===== src/cpcr_pkg.sv =====
package cpcr_pkg;

   // Word index of each register; the byte address is four times the index.
   localparam logic [7:0] IDX_ADC_OVERSAMPLE_CTRL  = 8'h0A;
   localparam logic [7:0] IDX_INPUT_AMP_POWER      = 8'h0C;
   localparam logic [7:0] IDX_OUTPUT_MIXER_POWER   = 8'h0D;
   localparam logic [7:0] IDX_HEADPHONE_POWER      = 8'h0E;
   localparam logic [7:0] IDX_LINE_OUTPUT_POWER    = 8'h0F;
   localparam logic [7:0] IDX_SPEAKER_MIXER_POWER  = 8'h10;
   localparam logic [7:0] IDX_SPEAKER_OUTPUT_POWER = 8'h11;
   localparam logic [7:0] IDX_CONVERTER_POWER      = 8'h12;
   localparam logic [7:0] IDX_SYS_CLOCK_PREDIVIDE  = 8'h14;
   localparam logic [7:0] IDX_SYS_CLOCK_RATIO      = 8'h15;
   localparam logic [7:0] IDX_UNMAPPED             = 8'hFF;

   // The six left/right enable registers sit at consecutive indices.
   localparam int         NUM_PAIR_REGS            = 6;

   // Field positions.
   localparam int         OSR_BIT                  = 0;
   localparam int         PAIR_LEFT_BIT            = 1;
   localparam int         PAIR_RIGHT_BIT           = 0;
   localparam int         DACL_BIT                 = 3;
   localparam int         DACR_BIT                 = 2;
   localparam int         ADCL_BIT                 = 1;
   localparam int         ADCR_BIT                 = 0;
   localparam int         HALVE_BIT                = 0;
   localparam int         RATIO_LSB                = 10;
   localparam int         RATIO_MSB                = 13;
   localparam int         MODE_LSB                 = 8;
   localparam int         MODE_MSB                 = 9;

   typedef enum logic [1:0] {
      FAM_256  = 2'b00,
      FAM_272  = 2'b01,
      FAM_250  = 2'b10,
      FAM_RSVD = 2'b11
   } cpcr_family_e;

   // Reset values.
   localparam logic       OSR_RESET                = 1'b1;
   localparam logic [1:0] PAIR_RESET               = 2'h0;
   localparam logic [3:0] CONV_RESET               = 4'h0;
   localparam logic       HALVE_RESET              = 1'b0;
   localparam logic [3:0] RATIO_CODE_RESET         = 4'h3;
   localparam cpcr_family_e MODE_RESET             = FAM_256;

   // System clock to sample rate ratios for codes 0 to 9 of each family.
   localparam int         NUM_RATIO_CODES          = 10;
   localparam logic [10:0] RATIO_TAB_256 [0:9] = '{11'h040, 11'h080, 11'h0C0, 11'h100,
      11'h180, 11'h200, 11'h300, 11'h400, 11'h580, 11'h600};
   localparam logic [10:0] RATIO_TAB_272 [0:9] = '{11'h044, 11'h088, 11'h0CC, 11'h110,
      11'h198, 11'h220, 11'h330, 11'h440, 11'h5D8, 11'h660};
   localparam logic [10:0] RATIO_TAB_250 [0:9] = '{11'h07D, 11'h07D, 11'h0FA, 11'h0FA,
      11'h177, 11'h1F4, 11'h2EE, 11'h3E8, 11'h3E8, 11'h5DC};

endpackage : cpcr_pkg


===== src/cpcr_ahb_slave.sv =====
`timescale 1ns/10ps
module cpcr_ahb_slave
   import cpcr_pkg::*;
(
   // Clock and reset.
   input  wire logic        hclk,
   input  wire logic        hresetn,
   // AHB-Lite slave side.
   input  wire logic        hsel,
   input  wire logic [31:0] haddr,
   input  wire logic [1:0]  htrans,
   input  wire logic        hwrite,
   input  wire logic        hready,
   input  wire logic [31:0] hwdata,
   output logic             hreadyout,
   output logic             hresp,
   output logic [31:0]      hrdata,
   // Register file side.
   output logic [7:0]       rd_idx,
   input  wire logic [15:0] rd_value,
   output logic             wr_en,
   output logic [7:0]       wr_idx,
   output logic [15:0]      wr_data
);

   logic accept;
   logic wr_pend;

   assign accept    = hsel & htrans[1] & hready;
   // Addresses above the register window fold onto an index that nothing decodes.
   assign rd_idx    = (haddr[31:10] == 22'h0) ? haddr[9:2] : IDX_UNMAPPED;
   assign hreadyout = 1'b1;
   assign hresp     = 1'b0;
   assign wr_en     = wr_pend;
   assign wr_data   = hwdata[15:0];

   always_ff @(posedge hclk or negedge hresetn) begin
      if (!hresetn) begin
         wr_pend <= 1'b0;
         wr_idx  <= IDX_UNMAPPED;
      end else begin
         wr_pend <= accept & hwrite;
         wr_idx  <= rd_idx;
      end
   end

   // Read data is captured at the address phase; rd_value already includes a
   // write finishing in the same cycle, so back-to-back write then read is safe.
   always_ff @(posedge hclk or negedge hresetn) begin
      if (!hresetn) begin
         hrdata <= 32'h00000000;
      end else if (accept & !hwrite) begin
         hrdata <= {16'h0000, rd_value};
      end else begin
         hrdata <= 32'h00000000;
      end
   end

endmodule : cpcr_ahb_slave


===== src/cpcr_ratio_decode.sv =====
`timescale 1ns/10ps
module cpcr_ratio_decode
   import cpcr_pkg::*;
(
   // Clock family and ratio code.
   input  wire cpcr_family_e mode,
   input  wire logic [3:0]   code,
   // Decoded ratio.
   output logic [10:0]       ratio,
   output logic              valid
);

   always_comb begin
      ratio = 11'h000;
      valid = 1'b0;
      if (code < 4'(NUM_RATIO_CODES)) begin
         case (mode)
            FAM_256: begin
               ratio = RATIO_TAB_256[code];
               valid = 1'b1;
            end
            FAM_272: begin
               ratio = RATIO_TAB_272[code];
               valid = 1'b1;
            end
            FAM_250: begin
               ratio = RATIO_TAB_250[code];
               valid = 1'b1;
            end
            default: begin
               ratio = 11'h000;
               valid = 1'b0;
            end
         endcase
      end
   end

endmodule : cpcr_ratio_decode


===== src/cpcr_regs.sv =====
`timescale 1ns/10ps
module cpcr_regs
   import cpcr_pkg::*;
(
   // Clock and reset.
   input  wire logic        hclk,
   input  wire logic        hresetn,
   // AHB-Lite register bus.
   input  wire logic        hsel,
   input  wire logic [31:0] haddr,
   input  wire logic [1:0]  htrans,
   input  wire logic        hwrite,
   input  wire logic [2:0]  hsize,
   input  wire logic [31:0] hwdata,
   input  wire logic        hready,
   output logic             hreadyout,
   output logic             hresp,
   output logic [31:0]      hrdata,
   // Converter oversampling.
   output logic             adc_oversample_high,
   // Analogue block enables.
   output logic             left_input_amp_on,
   output logic             right_input_amp_on,
   output logic             left_out_mixer_on,
   output logic             right_out_mixer_on,
   output logic             left_headphone_on,
   output logic             right_headphone_on,
   output logic             left_line_out_on,
   output logic             right_line_out_on,
   output logic             left_speaker_mixer_on,
   output logic             right_speaker_mixer_on,
   output logic             left_speaker_out_on,
   output logic             right_speaker_out_on,
   output logic             left_dac_on,
   output logic             right_dac_on,
   output logic             left_adc_on,
   output logic             right_adc_on,
   // System clock setup.
   output logic             master_clock_halve,
   output cpcr_family_e     sys_clock_family_mode,
   output logic [3:0]       sys_clock_ratio_code,
   output logic [10:0]      system_clock_fs_ratio,
   output logic [11:0]      master_clock_fs_ratio,
   output logic             clock_setup_valid,
   output logic             clock_setup_unsupported
);

   logic         wr_en;
   logic [7:0]   wr_idx;
   logic [15:0]  wr_data;
   logic [7:0]   rd_idx;
   logic [15:0]  rd_value;

   logic [1:0]   pair_en   [NUM_PAIR_REGS];
   logic [1:0]   next_pair [NUM_PAIR_REGS];
   logic         next_osr;
   logic [3:0]   conv_en;
   logic [3:0]   next_conv;
   logic         next_halve;
   cpcr_family_e next_mode;
   logic [3:0]   next_code;
   logic [10:0]  next_fs_ratio;
   logic         next_ratio_valid;

   // Maps an index onto a slot of the left/right enable registers, or -1.
   function automatic int pair_slot(input logic [7:0] idx);
      int slot;
      slot = -1;
      if (idx >= IDX_INPUT_AMP_POWER && idx <= IDX_SPEAKER_OUTPUT_POWER) begin
         slot = int'(idx - IDX_INPUT_AMP_POWER);
      end
      return slot;
   endfunction : pair_slot

   // hsize is accepted but ignored: every register is a whole word.
   cpcr_ahb_slave u_bus (
      .hclk      (hclk),
      .hresetn   (hresetn),
      .hsel      (hsel),
      .haddr     (haddr),
      .htrans    (htrans),
      .hwrite    (hwrite),
      .hready    (hready),
      .hwdata    (hwdata),
      .hreadyout (hreadyout),
      .hresp     (hresp),
      .hrdata    (hrdata),
      .rd_idx    (rd_idx),
      .rd_value  (rd_value),
      .wr_en     (wr_en),
      .wr_idx    (wr_idx),
      .wr_data   (wr_data)
   );

   cpcr_ratio_decode u_ratio (
      .mode  (next_mode),
      .code  (next_code),
      .ratio (next_fs_ratio),
      .valid (next_ratio_valid)
   );

   // Left/right enable pairs.
   genvar g;
   generate
      for (g = 0; g < NUM_PAIR_REGS; g++) begin : g_pair
         always_comb begin
            next_pair[g] = pair_en[g];
            if (wr_en && pair_slot(wr_idx) == g) begin
               next_pair[g] = wr_data[1:0];
            end
         end
         always_ff @(posedge hclk or negedge hresetn) begin
            if (!hresetn) begin
               pair_en[g] <= PAIR_RESET;
            end else begin
               pair_en[g] <= next_pair[g];
            end
         end
      end
   endgenerate

   assign left_input_amp_on      = pair_en[0][PAIR_LEFT_BIT];
   assign right_input_amp_on     = pair_en[0][PAIR_RIGHT_BIT];
   assign left_out_mixer_on      = pair_en[1][PAIR_LEFT_BIT];
   assign right_out_mixer_on     = pair_en[1][PAIR_RIGHT_BIT];
   assign left_headphone_on      = pair_en[2][PAIR_LEFT_BIT];
   assign right_headphone_on     = pair_en[2][PAIR_RIGHT_BIT];
   assign left_line_out_on       = pair_en[3][PAIR_LEFT_BIT];
   assign right_line_out_on      = pair_en[3][PAIR_RIGHT_BIT];
   assign left_speaker_mixer_on  = pair_en[4][PAIR_LEFT_BIT];
   assign right_speaker_mixer_on = pair_en[4][PAIR_RIGHT_BIT];
   assign left_speaker_out_on    = pair_en[5][PAIR_LEFT_BIT];
   assign right_speaker_out_on   = pair_en[5][PAIR_RIGHT_BIT];
   assign left_dac_on            = conv_en[DACL_BIT];
   assign right_dac_on           = conv_en[DACR_BIT];
   assign left_adc_on            = conv_en[ADCL_BIT];
   assign right_adc_on           = conv_en[ADCR_BIT];

   // Next values of the single registers.
   always_comb begin
      next_osr   = adc_oversample_high;
      next_conv  = conv_en;
      next_halve = master_clock_halve;
      next_mode  = sys_clock_family_mode;
      next_code  = sys_clock_ratio_code;
      if (wr_en) begin
         if (wr_idx == IDX_ADC_OVERSAMPLE_CTRL) begin
            next_osr = wr_data[OSR_BIT];
         end else if (wr_idx == IDX_CONVERTER_POWER) begin
            next_conv = wr_data[DACL_BIT:ADCR_BIT];
         end else if (wr_idx == IDX_SYS_CLOCK_PREDIVIDE) begin
            next_halve = wr_data[HALVE_BIT];
         end else if (wr_idx == IDX_SYS_CLOCK_RATIO) begin
            next_mode = cpcr_family_e'(wr_data[MODE_MSB:MODE_LSB]);
            next_code = wr_data[RATIO_MSB:RATIO_LSB];
         end
      end
   end

   always_ff @(posedge hclk or negedge hresetn) begin
      if (!hresetn) begin
         adc_oversample_high <= OSR_RESET;
      end else begin
         adc_oversample_high <= next_osr;
      end
   end

   always_ff @(posedge hclk or negedge hresetn) begin
      if (!hresetn) begin
         conv_en <= CONV_RESET;
      end else begin
         conv_en <= next_conv;
      end
   end

   always_ff @(posedge hclk or negedge hresetn) begin
      if (!hresetn) begin
         master_clock_halve    <= HALVE_RESET;
         sys_clock_family_mode <= MODE_RESET;
         sys_clock_ratio_code  <= RATIO_CODE_RESET;
      end else begin
         master_clock_halve    <= next_halve;
         sys_clock_family_mode <= next_mode;
         sys_clock_ratio_code  <= next_code;
      end
   end

   // Derived clock setup, updated on the same edge as the fields it follows.
   // Reserved codes are stored as written but flagged, since software may still
   // read back what it wrote.
   always_ff @(posedge hclk or negedge hresetn) begin
      if (!hresetn) begin
         system_clock_fs_ratio   <= RATIO_TAB_256[RATIO_CODE_RESET];
         master_clock_fs_ratio   <= {1'b0, RATIO_TAB_256[RATIO_CODE_RESET]};
         clock_setup_valid       <= 1'b1;
         clock_setup_unsupported <= 1'b0;
      end else begin
         system_clock_fs_ratio   <= next_fs_ratio;
         // The master clock runs twice as fast per sample when it is halved.
         master_clock_fs_ratio   <= next_halve ? {next_fs_ratio, 1'b0}
                                               : {1'b0, next_fs_ratio};
         clock_setup_valid       <= next_ratio_valid;
         clock_setup_unsupported <= !next_osr && next_mode == FAM_250;
      end
   end

   // Read mux over next values; unmapped and reserved bits read as zero.
   always_comb begin
      rd_value = 16'h0000;
      if (pair_slot(rd_idx) >= 0) begin
         rd_value[1:0] = next_pair[pair_slot(rd_idx)];
      end else if (rd_idx == IDX_ADC_OVERSAMPLE_CTRL) begin
         rd_value[OSR_BIT] = next_osr;
      end else if (rd_idx == IDX_CONVERTER_POWER) begin
         rd_value[DACL_BIT:ADCR_BIT] = next_conv;
      end else if (rd_idx == IDX_SYS_CLOCK_PREDIVIDE) begin
         rd_value[HALVE_BIT] = next_halve;
      end else if (rd_idx == IDX_SYS_CLOCK_RATIO) begin
         rd_value[RATIO_MSB:RATIO_LSB] = next_code;
         rd_value[MODE_MSB:MODE_LSB]   = next_mode;
      end
   end
endmodule : cpcr_regs


===== config.mk =====
export PLATFORM = sky130hd
export DESIGN_NAME = cpcr_regs
export DESIGN_NICKNAME = d
export VERILOG_FILES = /design/src/cpcr_pkg.sv /design/src/cpcr_ahb_slave.sv /design/src/cpcr_ratio_decode.sv /design/src/cpcr_regs.sv
export SDC_FILE = /design/constraint.sdc
export NUM_CORES = 1
export LEC_CHECK = 0
export BUFFER_PORTS_ARGS = -buffer_cell sky130_fd_sc_hd__buf_2
export CORE_AREA = 2 2 115 117
export DETAILED_ROUTE_END_ITERATION = 12
export DIE_AREA = 0 0 117 119
export SLEW_MARGIN = 0
export SYNTH_ARGS = -nofsm -noshare
export SYNTH_HDL_FRONTEND = slang
export SYNTH_SLANG_ARGS = --single-unit

===== constraint.sdc =====
create_clock -name hclk -period 3.19 [get_ports hclk]
set_clock_uncertainty 0.05 [all_clocks]
set_input_delay 0.4785 -clock hclk [delete_from_list [all_inputs] [get_ports hclk]]
set_output_delay 0.4785 -clock hclk [all_outputs]
set_load 0.05 [all_outputs]

-- Word level (Yosys, flattened, before mapping)
Memory sizes are Yosys's and may differ from the RTL's.
Index checks and enable logic that the tools add are counted.
- $add $sub $neg: 2
- order comparisons: 8
- eq/ne operators: 15
- mux-type cells: 56
- bitwise logic cells: 6
- reduce and logical (&&, ||, !) cells: 15
- operator list (kind ; number):
    $mux 32 ; 3
    $mux 11 ; 7
    $eq 32x3->1 const B ; 2
    $eq 32x4->1 const B ; 2
    $eq 8x5->1 const B ; 6
    $pmux 11 s3 ; 1
    $eq 32x2->1 const B ; 1
    $ge 32x1->1 const B ; 1
    $ge 32x4->1 const B ; 1
    $logic_not 32->1 ; 1
    $mux 4 ; 8
    $not 32->32 ; 1
    $mux 2 ; 15
    $mux 6 ; 5
    $logic_not 22->1 ; 1
    $sub 8x4->9 const B ; 2
    $eq 8x4->1 const B ; 2
    $ge 8x4->1 const B ; 2
    $le 8x5->1 const B ; 2
    $mux 14 ; 1
    $mux 12 ; 1
    $mux 1 ; 11
    $logic_and 1x1->1 ; 9
    $mux 8 ; 1
    other kinds (11) ; 16
- register bits after elaboration: 90
- bits in read-only memories: 528
- bits of input ports: 74
- output and inout port bits: 83
- logic and storage cells: 123
- memories: 3
- memories (memory ; words ; bits a word ; rd ports ; clocked after memory_dff ; write ports ; line ; RTL):
    (no name shown) ; 16 ; 11 ; 1 ; 0 ; 0 ; cpcr_ratio_decode.sv:23 ; ratio = RATIO_TAB_272[code];
    (no name shown) ; 16 ; 11 ; 1 ; 0 ; 0 ; cpcr_ratio_decode.sv:27 ; ratio = RATIO_TAB_250[code];
    (no name shown) ; 16 ; 11 ; 1 ; 0 ; 0 ; cpcr_ratio_decode.sv:19 ; ratio = RATIO_TAB_256[code];

-- Longest topological paths before layout
Gate-level depths: netlist of run 1.
- word-level depth: 13
- depth in mapped cells: 12
- depth with buffers taken out: 11

-- Hierarchy
A second synthesis of run 1 with hierarchy kept.
- cells, all modules: 374
- area, all modules: 4008.8 um^2
- modules (own cells, without submodules) (module ; instances ; cells each ; area an instance (um^2) ; seq. area each (um^2)):
    cpcr_regs ; 1 ; 195 ; 2398.6 ; 1233.7
    cpcr_ahb_slave ; 1 ; 106 ; 1158.6 ; 635.6
    cpcr_ratio_decode ; 1 ; 73 ; 451.7 ; 0.0

-- Worst setup path before layout of run 1
Ideal clock, no wire load.
- kind: register to register
- from: register u_bus.wr_idx[3]
- to: register master_clock_fs_ratio[2]
- setup time: 0.066 ns
- arrival time: 2.809 ns
- required time: 3.074 ns
- slack: 0.265 ns
- stages on the path, launching flop included: 12
- buffers on the path: 1
- period minus slack after synthesis: 2.925 ns
- cells stage by stage: dfstp_2 > inv_1 > ha_1 > and3b_1 > nand3_4 > buf_2 > mux2i_1 > inv_1 > ha_1 > or4_1 > o221ai_2 > mux2_1
- longest elaborated chain between the ends: 13
- elaborated cells between the ends (all ways): 35
- classes of those cells: order compare: 1; eq/ne: 6; mux: 23; bitwise: 1; reduce/logical: 1; memory: 3
- RTL lines (element ; line ; RTL):
    start, declared ; cpcr_ahb_slave.sv:22 ; output logic [7:0] wr_idx,
    start signal, assigned ; cpcr_ahb_slave.sv:43 ; wr_idx <= rd_idx;
    $eq 8x5->1 ; cpcr_regs.sv:153 ; end else if (wr_idx == IDX_SYS_CLOCK_RATIO) begin
    $mux 4 ; cpcr_regs.sv:153 ;
    $mux 4 ; cpcr_regs.sv:151 ; end else if (wr_idx == IDX_SYS_CLOCK_PREDIVIDE) begin
    $mux 4 ; cpcr_regs.sv:149 ; end else if (wr_idx == IDX_CONVERTER_POWER) begin
    $mux 4 * ; cpcr_regs.sv:147 ; if (wr_idx == IDX_ADC_OVERSAMPLE_CTRL) begin
    $mux 4 * ; cpcr_regs.sv:146 ; if (wr_en) begin
    via next_code[0] ; cpcr_regs.sv:61 ; logic [3:0] next_code;
    $not 4->5 (not written as such) ; cpcr_ratio_decode.sv:19, cpcr_ratio_decode.sv:23, cpcr_ratio_decode.sv:27 ;
    $mem_v2 16x11, on equally long branches ; n/a ;
    $mux 11, on equally long branches (2 in series) ; cpcr_ratio_decode.sv:27, cpcr_ratio_decode.sv:19, cpcr_ratio_decode.sv:23 ;
    $pmux 11 s3 ; cpcr_ratio_decode.sv:17 ; case (mode)
    $mux 11 * ; cpcr_ratio_decode.sv:16 ; if (code < 4'(NUM_RATIO_CODES)) begin
    via next_fs_ratio[2] ; cpcr_regs.sv:62 ; logic [10:0] next_fs_ratio;
    $mux 12 * ; cpcr_regs.sv:200 ; master_clock_fs_ratio <= next_halve ? {next_fs_ratio, 1'b0}
    end signal, assigned ; cpcr_regs.sv:194 ; master_clock_fs_ratio <= {1'b0, RATIO_TAB_256[RATIO_CODE_RESET]};
    end signal, assigned ; cpcr_regs.sv:200 ;
    end, declared ; cpcr_regs.sv:43 ; output logic [11:0] master_clock_fs_ratio,
The timed path passes the listed nets; every way through them passes the cells marked *. The select of a mux whose other input is x is not followed.

-- Final worst setup path of run 1
- from: register u_bus.wr_idx[2]
- to: register master_clock_fs_ratio[4]
- longest elaborated chain between the ends: 13
- elaborated cells between the ends (all ways): 35
- classes of those cells: order compare: 1; eq/ne: 6; mux: 23; bitwise: 1; reduce/logical: 1; memory: 3
- RTL lines (element ; line):
    $eq 8x5->1 ; cpcr_regs.sv:153
    $mux 4 ; cpcr_regs.sv:153
    $mux 4 ; cpcr_regs.sv:151
    $mux 4 ; cpcr_regs.sv:149
    $mux 4 ; cpcr_regs.sv:147
    $mux 4 ; cpcr_regs.sv:146
    $not 4->5 (not written as such) ; cpcr_ratio_decode.sv:19, cpcr_ratio_decode.sv:23, cpcr_ratio_decode.sv:27
    $mem_v2 16x11, on equally long branches ; n/a
    $mux 11, on equally long branches (2 in series) ; cpcr_ratio_decode.sv:27, cpcr_ratio_decode.sv:19, cpcr_ratio_decode.sv:23
    $pmux 11 s3 ; cpcr_ratio_decode.sv:17
    $mux 11 ; cpcr_ratio_decode.sv:16
    $mux 12 * ; cpcr_regs.sv:200
Mark *: on every way between the ends. The rest lies on a longest branch, timed or not. The select of a mux whose other input is x is not followed.

==> metrics, run 1 <==
R2R Setup Slk 270 ps; IO Pins 157; DIE WIDTH 117 um; slowest CP cell dfstp_2; Die Area 13,900 um2; RSZ-0062 raised after global routing no; crit-path cells ha_1 > and3b_1 > nand3_4 > mux2i_1 > buf_4 > ha_1 > inv_1 > o211a_1 > or4_1 > a22oi_1; initial DRC count 154; FF-to-FF End master_clock_fs_ratio[4]$_DFF_PN0_; synthesized flop and latch total 68; share of layout cells above drive strength 1 36.3%; critical path data required time 3390 ps; slowest stage delay, CP 590 ps; DRT Pass-1 Iters 5; GP Congestion 0.830; warnings from Yosys 0; Final Max Slew Viols 0; slack of the critical path 274 ps; crit-path max FO 9; Final Instance Area 4660 um2; Max-Slew Margin vs Limit 42.0%; initial antenna violation count 0; row count 42; antenna viol nets, final 0; Max Clock Freq 343 MHz; number of cells after detailed placement 631; total gr overflow 0; commonest non-fill, non-tap cell in the layout buf_2; pre-CTS worst setup slack 258 ps; routed vias 3,095; CP startpoint u_bus.wr_idx[2]$_DFF_PN1_; worst-case clock buffer depth 2; Worst-Margin Slew 870 ps; CTS buffer count 9; hpwl dp 7470 um; setup tns final 0 ps; worst-skew pair later-pin latency 340 ps; ys async rst share 100%; distinct cell type count after synthesis 66; Leakage 2.37 nW; reg2reg start u_bus.wr_idx[2]$_DFF_PN1_; post-CTS setup buffer count 0; All-Layer GR Usage 14.6%; worst min-delay path class input pin to async pin; area grow syn2layout 25.5%; CTS root buffer clkbuf_16; placed inst area 4380 um2; most frequent CP cell ha_1; most frequent cells in the layout buf_2 (104), dfrtp_1 (54), nor2_1 (24), inv_1 (24), conb_1 (24); Clock Sinks 68; core outline area 12,900 um2; Routed Wire Length 9740 um; IR drop worst, VDD 0.000270 V; Final Critical Period 2920 ps; EDFF count, synth 0; first-pass GRT wire length 15,600 um; Critical path destination master_clock_fs_ratio[4]$_DFF_PN0_; Seq/Total Area, Yosys 46.3%; Vias/cell 4.78; crit path buf inv count 2; Fin. Hold Viols 0; Mapped Area 3710 um2; n_diodes 0; largest net degree at the start of global routing 69; CP top delay family simple AND/OR/NAND/NOR gates; fin util 36.2%; Setup crit end kind flop; Syn Inst Count 356; DRC Markers 0; CTS tree yes; setup violators final 0; vias in the first global route 3,070; Worst R2R Path Depth 10; Starting Density 28.8%; fin cells 647; crit path launch type flop; Nets 547; critical path type flop to flop; die height 119 um; I/O Buffers 104; CP arrival 3110 ps; Total Power 2.20 mW; status finished clean; WL/cell 15.1 um; maxcap violations 0; hold slack 277 ps; Clk pin slew, worst setup/hold paths 60 ps; PwrDens 473 nW/um2; cts hold-fix bufs 0; H-Tree Depth 3; crit share post-route 91.4%; mean post-synth cell area 10.4 um2; CP Depth 10; top_reg_cell synth dfrtp_1
where the power goes:
part / leakage (nW) / total, mW / switching [mW] / internal [mW]
logic: 1.37 / 0.363 / 0.279 / 0.0844
clock network: 0.136 / 0.925 / 0.396 / 0.529
registers: 0.856 / 0.912 / 0.0156 / 0.897
per-layer routing:
layer  routed length (um)  part of all wire (%)  global-route usage, %  up-vias
met5                    0                     0                      0        -
met4                  183                   1.9                   5.37        0
met3                  665                   6.8                   3.61       15
met2                 4530                    46                   23.6      132
met1                 4360                    45                   18.6     1485
li1                     -                     -                      -     1463
timing repair:
action                     CTS  global route
gates resized for setup      0             1
hold endpoints to repair     0             0
setup endpoints to repair    0             1
synth_stat cells (all sizes together), types with 4 or more instances:
library cell,n,area [um2]
buf,26,189
nand2b,4,25.0
nor3,8,40.0
dfstp,14,368
mux2,19,214
nor2b,9,56.3
o21ai,9,45.0
nor4,9,56.3
and2,4,25.0
a21oi,8,40.0
or4,6,45.0
and4,4,35.0
clkbuf,10,37.5
dfrtp,54,1350
nand2,14,52.6
or3,9,56.3
nand3,9,57.6
nand4,4,25.0
ha,7,87.6
mux2i,24,253
nor2,24,90.1
inv,26,97.6
cells by family (layout without fill, tap and decap cells):
group	after synthesis	in the layout	share of synthesized area (%)
other	2	24	0.202
muxes	43	43	12.6
DFF	68	68	46.3
AOI/OAI and AO/OA	55	55	11.1
adders and majority gates	7	7	2.36
and+or+nand+nor	118	118	18.6
buffers and inverters	63	156	8.83
area by class of cell:
type / instances / area, um2
Inverter: 27 / 101
Tap cell: 176 / 220
Fill cell: 1333 / 8220
Clock inverter: 7 / 52.6
Clock buffer: 9 / 225
Sequential cell: 68 / 1720
Multi-Input combinational cell: 247 / 1750
Timing Repair Buffer: 113 / 588
flip-flops by register name, summed over array words and instances, names as in the netlist:
register                 cells
left_line_out_on             1
master_clock_halve           1
left_speaker_mixer_on        1
adc_oversample_high          1
clock_setup_unsupported      1
right_input_amp_on           1
sys_clock_family_mode        2
left_out_mixer_on            1
right_out_mixer_on           1
right_line_out_on            1
sys_clock_ratio_code         4
right_speaker_mixer_on       1
right_speaker_out_on         1
u_bus.wr_idx                 8
master_clock_fs_ratio       12
left_speaker_out_on          1
clock_setup_valid            1
left_headphone_on            1
u_bus.hrdata                10
conv_en                      4
u_bus.wr_en                  1
system_clock_fs_ratio       11
left_input_amp_on            1
right_headphone_on           1
worst min-delay path by stage:
| stage | to | slack (ps) | depth (start not counted) |
|---|---|---|---|
| 2_1_floorplan | clock_setup_unsupported$_DFF_PN0_ | 130 | 0 |
| 3_3_place_gp | conv_en[1]$_DFF_PN0_ | 440 | 2 |
| 3_5_place_dp | conv_en[1]$_DFF_PN0_ | 450 | 2 |
| 4_1_cts | u_bus.wr_idx[7]$_DFF_PN1_ | 320 | 2 |
| 5_1_grt | conv_en[3]$_DFF_PN0_ | 340 | 2 |
| 6_report | u_bus.hrdata[9]$_DFF_PN0_ | 280 | 2 |
Power figures use the tool's default switching activity.
==> inputs of run 2 (changes only) <==
Settings changed: PLACE_DENSITY_LB_ADDON set to 0.08.
==> run 2 against run 1 <==
Net effect:
- worst hold slack got worse by 24 ps
- final cell count increased by 0.46%
- die area is the same
- flip-flop and latch count is the same
- global-route usage is 0.46 points higher
- fmax up 0.55%
- wire length up 1.3%
- critical path depth unchanged
- utilization increased by 0.27 points
- critical endpoint unchanged
- highest routed layer unchanged
==> metrics, run 2 (same netlist as run 1, synthesis figures left out) <==
crit path launch type flop; GP Congestion 0.776 (-6.6%); worst min-delay path class input pin to async pin; PwrDens 480 nW/um2 (+1.5%); CTS tree yes; Regs by FF count master_clock_fs_ratio: 12 flops, system_clock_fs_ratio: 11 flops, u_bus.hrdata: 10 flops; Leakage 2.39 nW (+1.1%); Resized cells post-CTS 0 (unchanged); Final Max Slew Viols 0 (unchanged); Starting Density 28.8% (unchanged); Worst-Margin Slew 880 ps (+10.8 ps); Vias/cell 4.61 (-3.6%); H-Tree Depth 3 (unchanged); most frequent cells in the layout buf_2 (104), dfrtp_1 (54), nor2_1 (24), inv_1 (24), conb_1 (24); CP top delay family simple AND/OR/NAND/NOR gates; initial antenna violation count 0 (unchanged); CTS buffer count 9 (unchanged); Die Area 13,900 um2 (unchanged); crit-path max FO 5 (-4); n_diodes 0 (unchanged); All-Layer GR Usage 15.0% (+0.46 points); share of layout cells above drive strength 1 36.3% (about the same); R2R Setup Slk 290 ps (+20 ps); CTS root buffer clkbuf_16; vias in the first global route 3,101 (+1.0%); crit-path cells inv_1 > ha_1 > and3b_1 > nand3_4 > mux2i_1 > ha_1 > o21ai_0 > o211a_1 > or4_1 > a22oi_1; DRC Markers 0 (unchanged); max reg flops 12 (unchanged); IR drop worst, VDD 0.000264 V (-2.2%); setup tns final 0 ps (unchanged); Clock Sinks 68 (unchanged); WL/cell 15.2 um (+0.86%); Routed Wire Length 9870 um (+1.3%); I/O Buffers 104 (unchanged); crit share post-route 90.9% (-0.50 points); Clk pin slew, worst setup/hold paths 60 ps (about the same); Nets 550 (+0.55%); area grow syn2layout 26.4%; DIE WIDTH 117 um (unchanged); hpwl dp 7630 um (+2.2%); IO Pins 157 (unchanged); crit path buf inv count 1 (-1); cts hold-fix bufs 0 (unchanged); critical path data required time 3390 ps (about the same); critical path type flop to flop; largest net degree at the start of global routing 69 (unchanged); Fin. Hold Viols 0 (unchanged); number of cells after detailed placement 634 (+0.48%); slowest stage delay, CP 550 ps (-40 ps); core outline area 12,900 um2 (unchanged); setup violators final 0 (unchanged); worst-skew pair later-pin latency 330 ps (about the same); maxcap violations 0 (unchanged); Setup crit end kind flop; first-pass GRT wire length 16,000 um (+2.5%); CP arrival 3100 ps (about the same); Final Critical Period 2900 ps (-16.0 ps); RSZ-0062 raised after global routing no; commonest non-fill, non-tap cell in the layout buf_2; Max Clock Freq 345 MHz (+0.55%); initial DRC count 109 (-29%); die height 119 um (unchanged); worst-case clock buffer depth 2 (unchanged); routed vias 2,996 (-3.2%); row count 42 (unchanged); most frequent CP cell ha_1; total gr overflow 0 (unchanged); post-CTS setup buffer count 0 (unchanged); antenna viol nets, final 0 (unchanged); Biggest register master_clock_fs_ratio; fin cells 650 (+0.46%); slowest CP cell dfstp_2; Fillers 1,337 (+0.30%); DRT Pass-1 Iters 4 (-1); status finished clean; Max-Slew Margin vs Limit 41.3% (-0.72 points)
## run 2: cell count changes in the layout (fill, tap and decap cells not counted)
cell       change
clkinv_4       -1
mux2i_2        -1
inv_6          -1
buf_4          +3
clkbuf_1       +1
bufinv_16      +1
mux2i_1        +1
## run 2: metrics by stage
step | cell area [um2] | power, mW | util [%] | worst slack, ps | hold slack (ps)
after floorplan | 3790 | 1.20 | - | 265 | 133
final | 4690 | 2.25 | 36.4 | 290 | 253
after CTS | 4690 | 2.29 | 36.4 | 281 | 304
after global placement | 4400 | 1.29 | 34.2 | 339 | 454
after detailed placement | 4400 | 1.29 | 34.2 | 300 | 456
after global routing | 4690 | 2.35 | 36.4 | 90.9 | 311
## run 2: final timing paths
| check | startpoint | end | depth (start not counted) |
|---|---|---|---|
| setup / recovery | u_bus.wr_idx[3]$_DFF_PN1_ | master_clock_fs_ratio[4]$_DFF_PN0_ | 10 |
| hold / removal | hresetn | u_bus.hrdata[13]$_DFF_PN0_ | 2 |
| setup reg to reg | u_bus.wr_idx[3]$_DFF_PN1_ | master_clock_fs_ratio[4]$_DFF_PN0_ | 10 |
| hold reg to reg | conv_en[3]$_DFF_PN0_ | conv_en[3]$_DFF_PN0_ | 1 |
| max in group asynchronous | hresetn | master_clock_fs_ratio[6]$_DFF_PN0_ | 2 |
| min in group hclk | haddr[8] | u_bus.wr_idx[6]$_DFF_PN1_ | 2 |
## run 2: cell type report
class / instances / area (um2) / share of cell area (%)
clock buffers: 10 / 229 / 4.88
clock inverters: 6 / 65.1 / 1.39
inverters: 27 / 101 / 2.16
multi-input cells: 247 / 1750 / 37.2
flip-flops and latches: 68 / 1720 / 36.6
well taps: 176 / 220 / 4.69
repair buffers: 116 / 611 / 13.0
## run 2: metal layers
layer | vias up | track usage, % | part of all wire, %
li1 | 1470 | - | -
met1 | 1430 | 17.9 | 43
met2 | 81 | 26.0 | 51
met3 | 15 | 3.66 | 4.2
met4 | 0 | 5.29 | 1.9
met5 | - | 0 | 0
## run 2: power by group
group	internal (mW)	total (mW)	switching, mW
sequential	0.897	0.912	0.0149
clock	0.604	0.977	0.373
combinational	0.0849	0.363	0.278
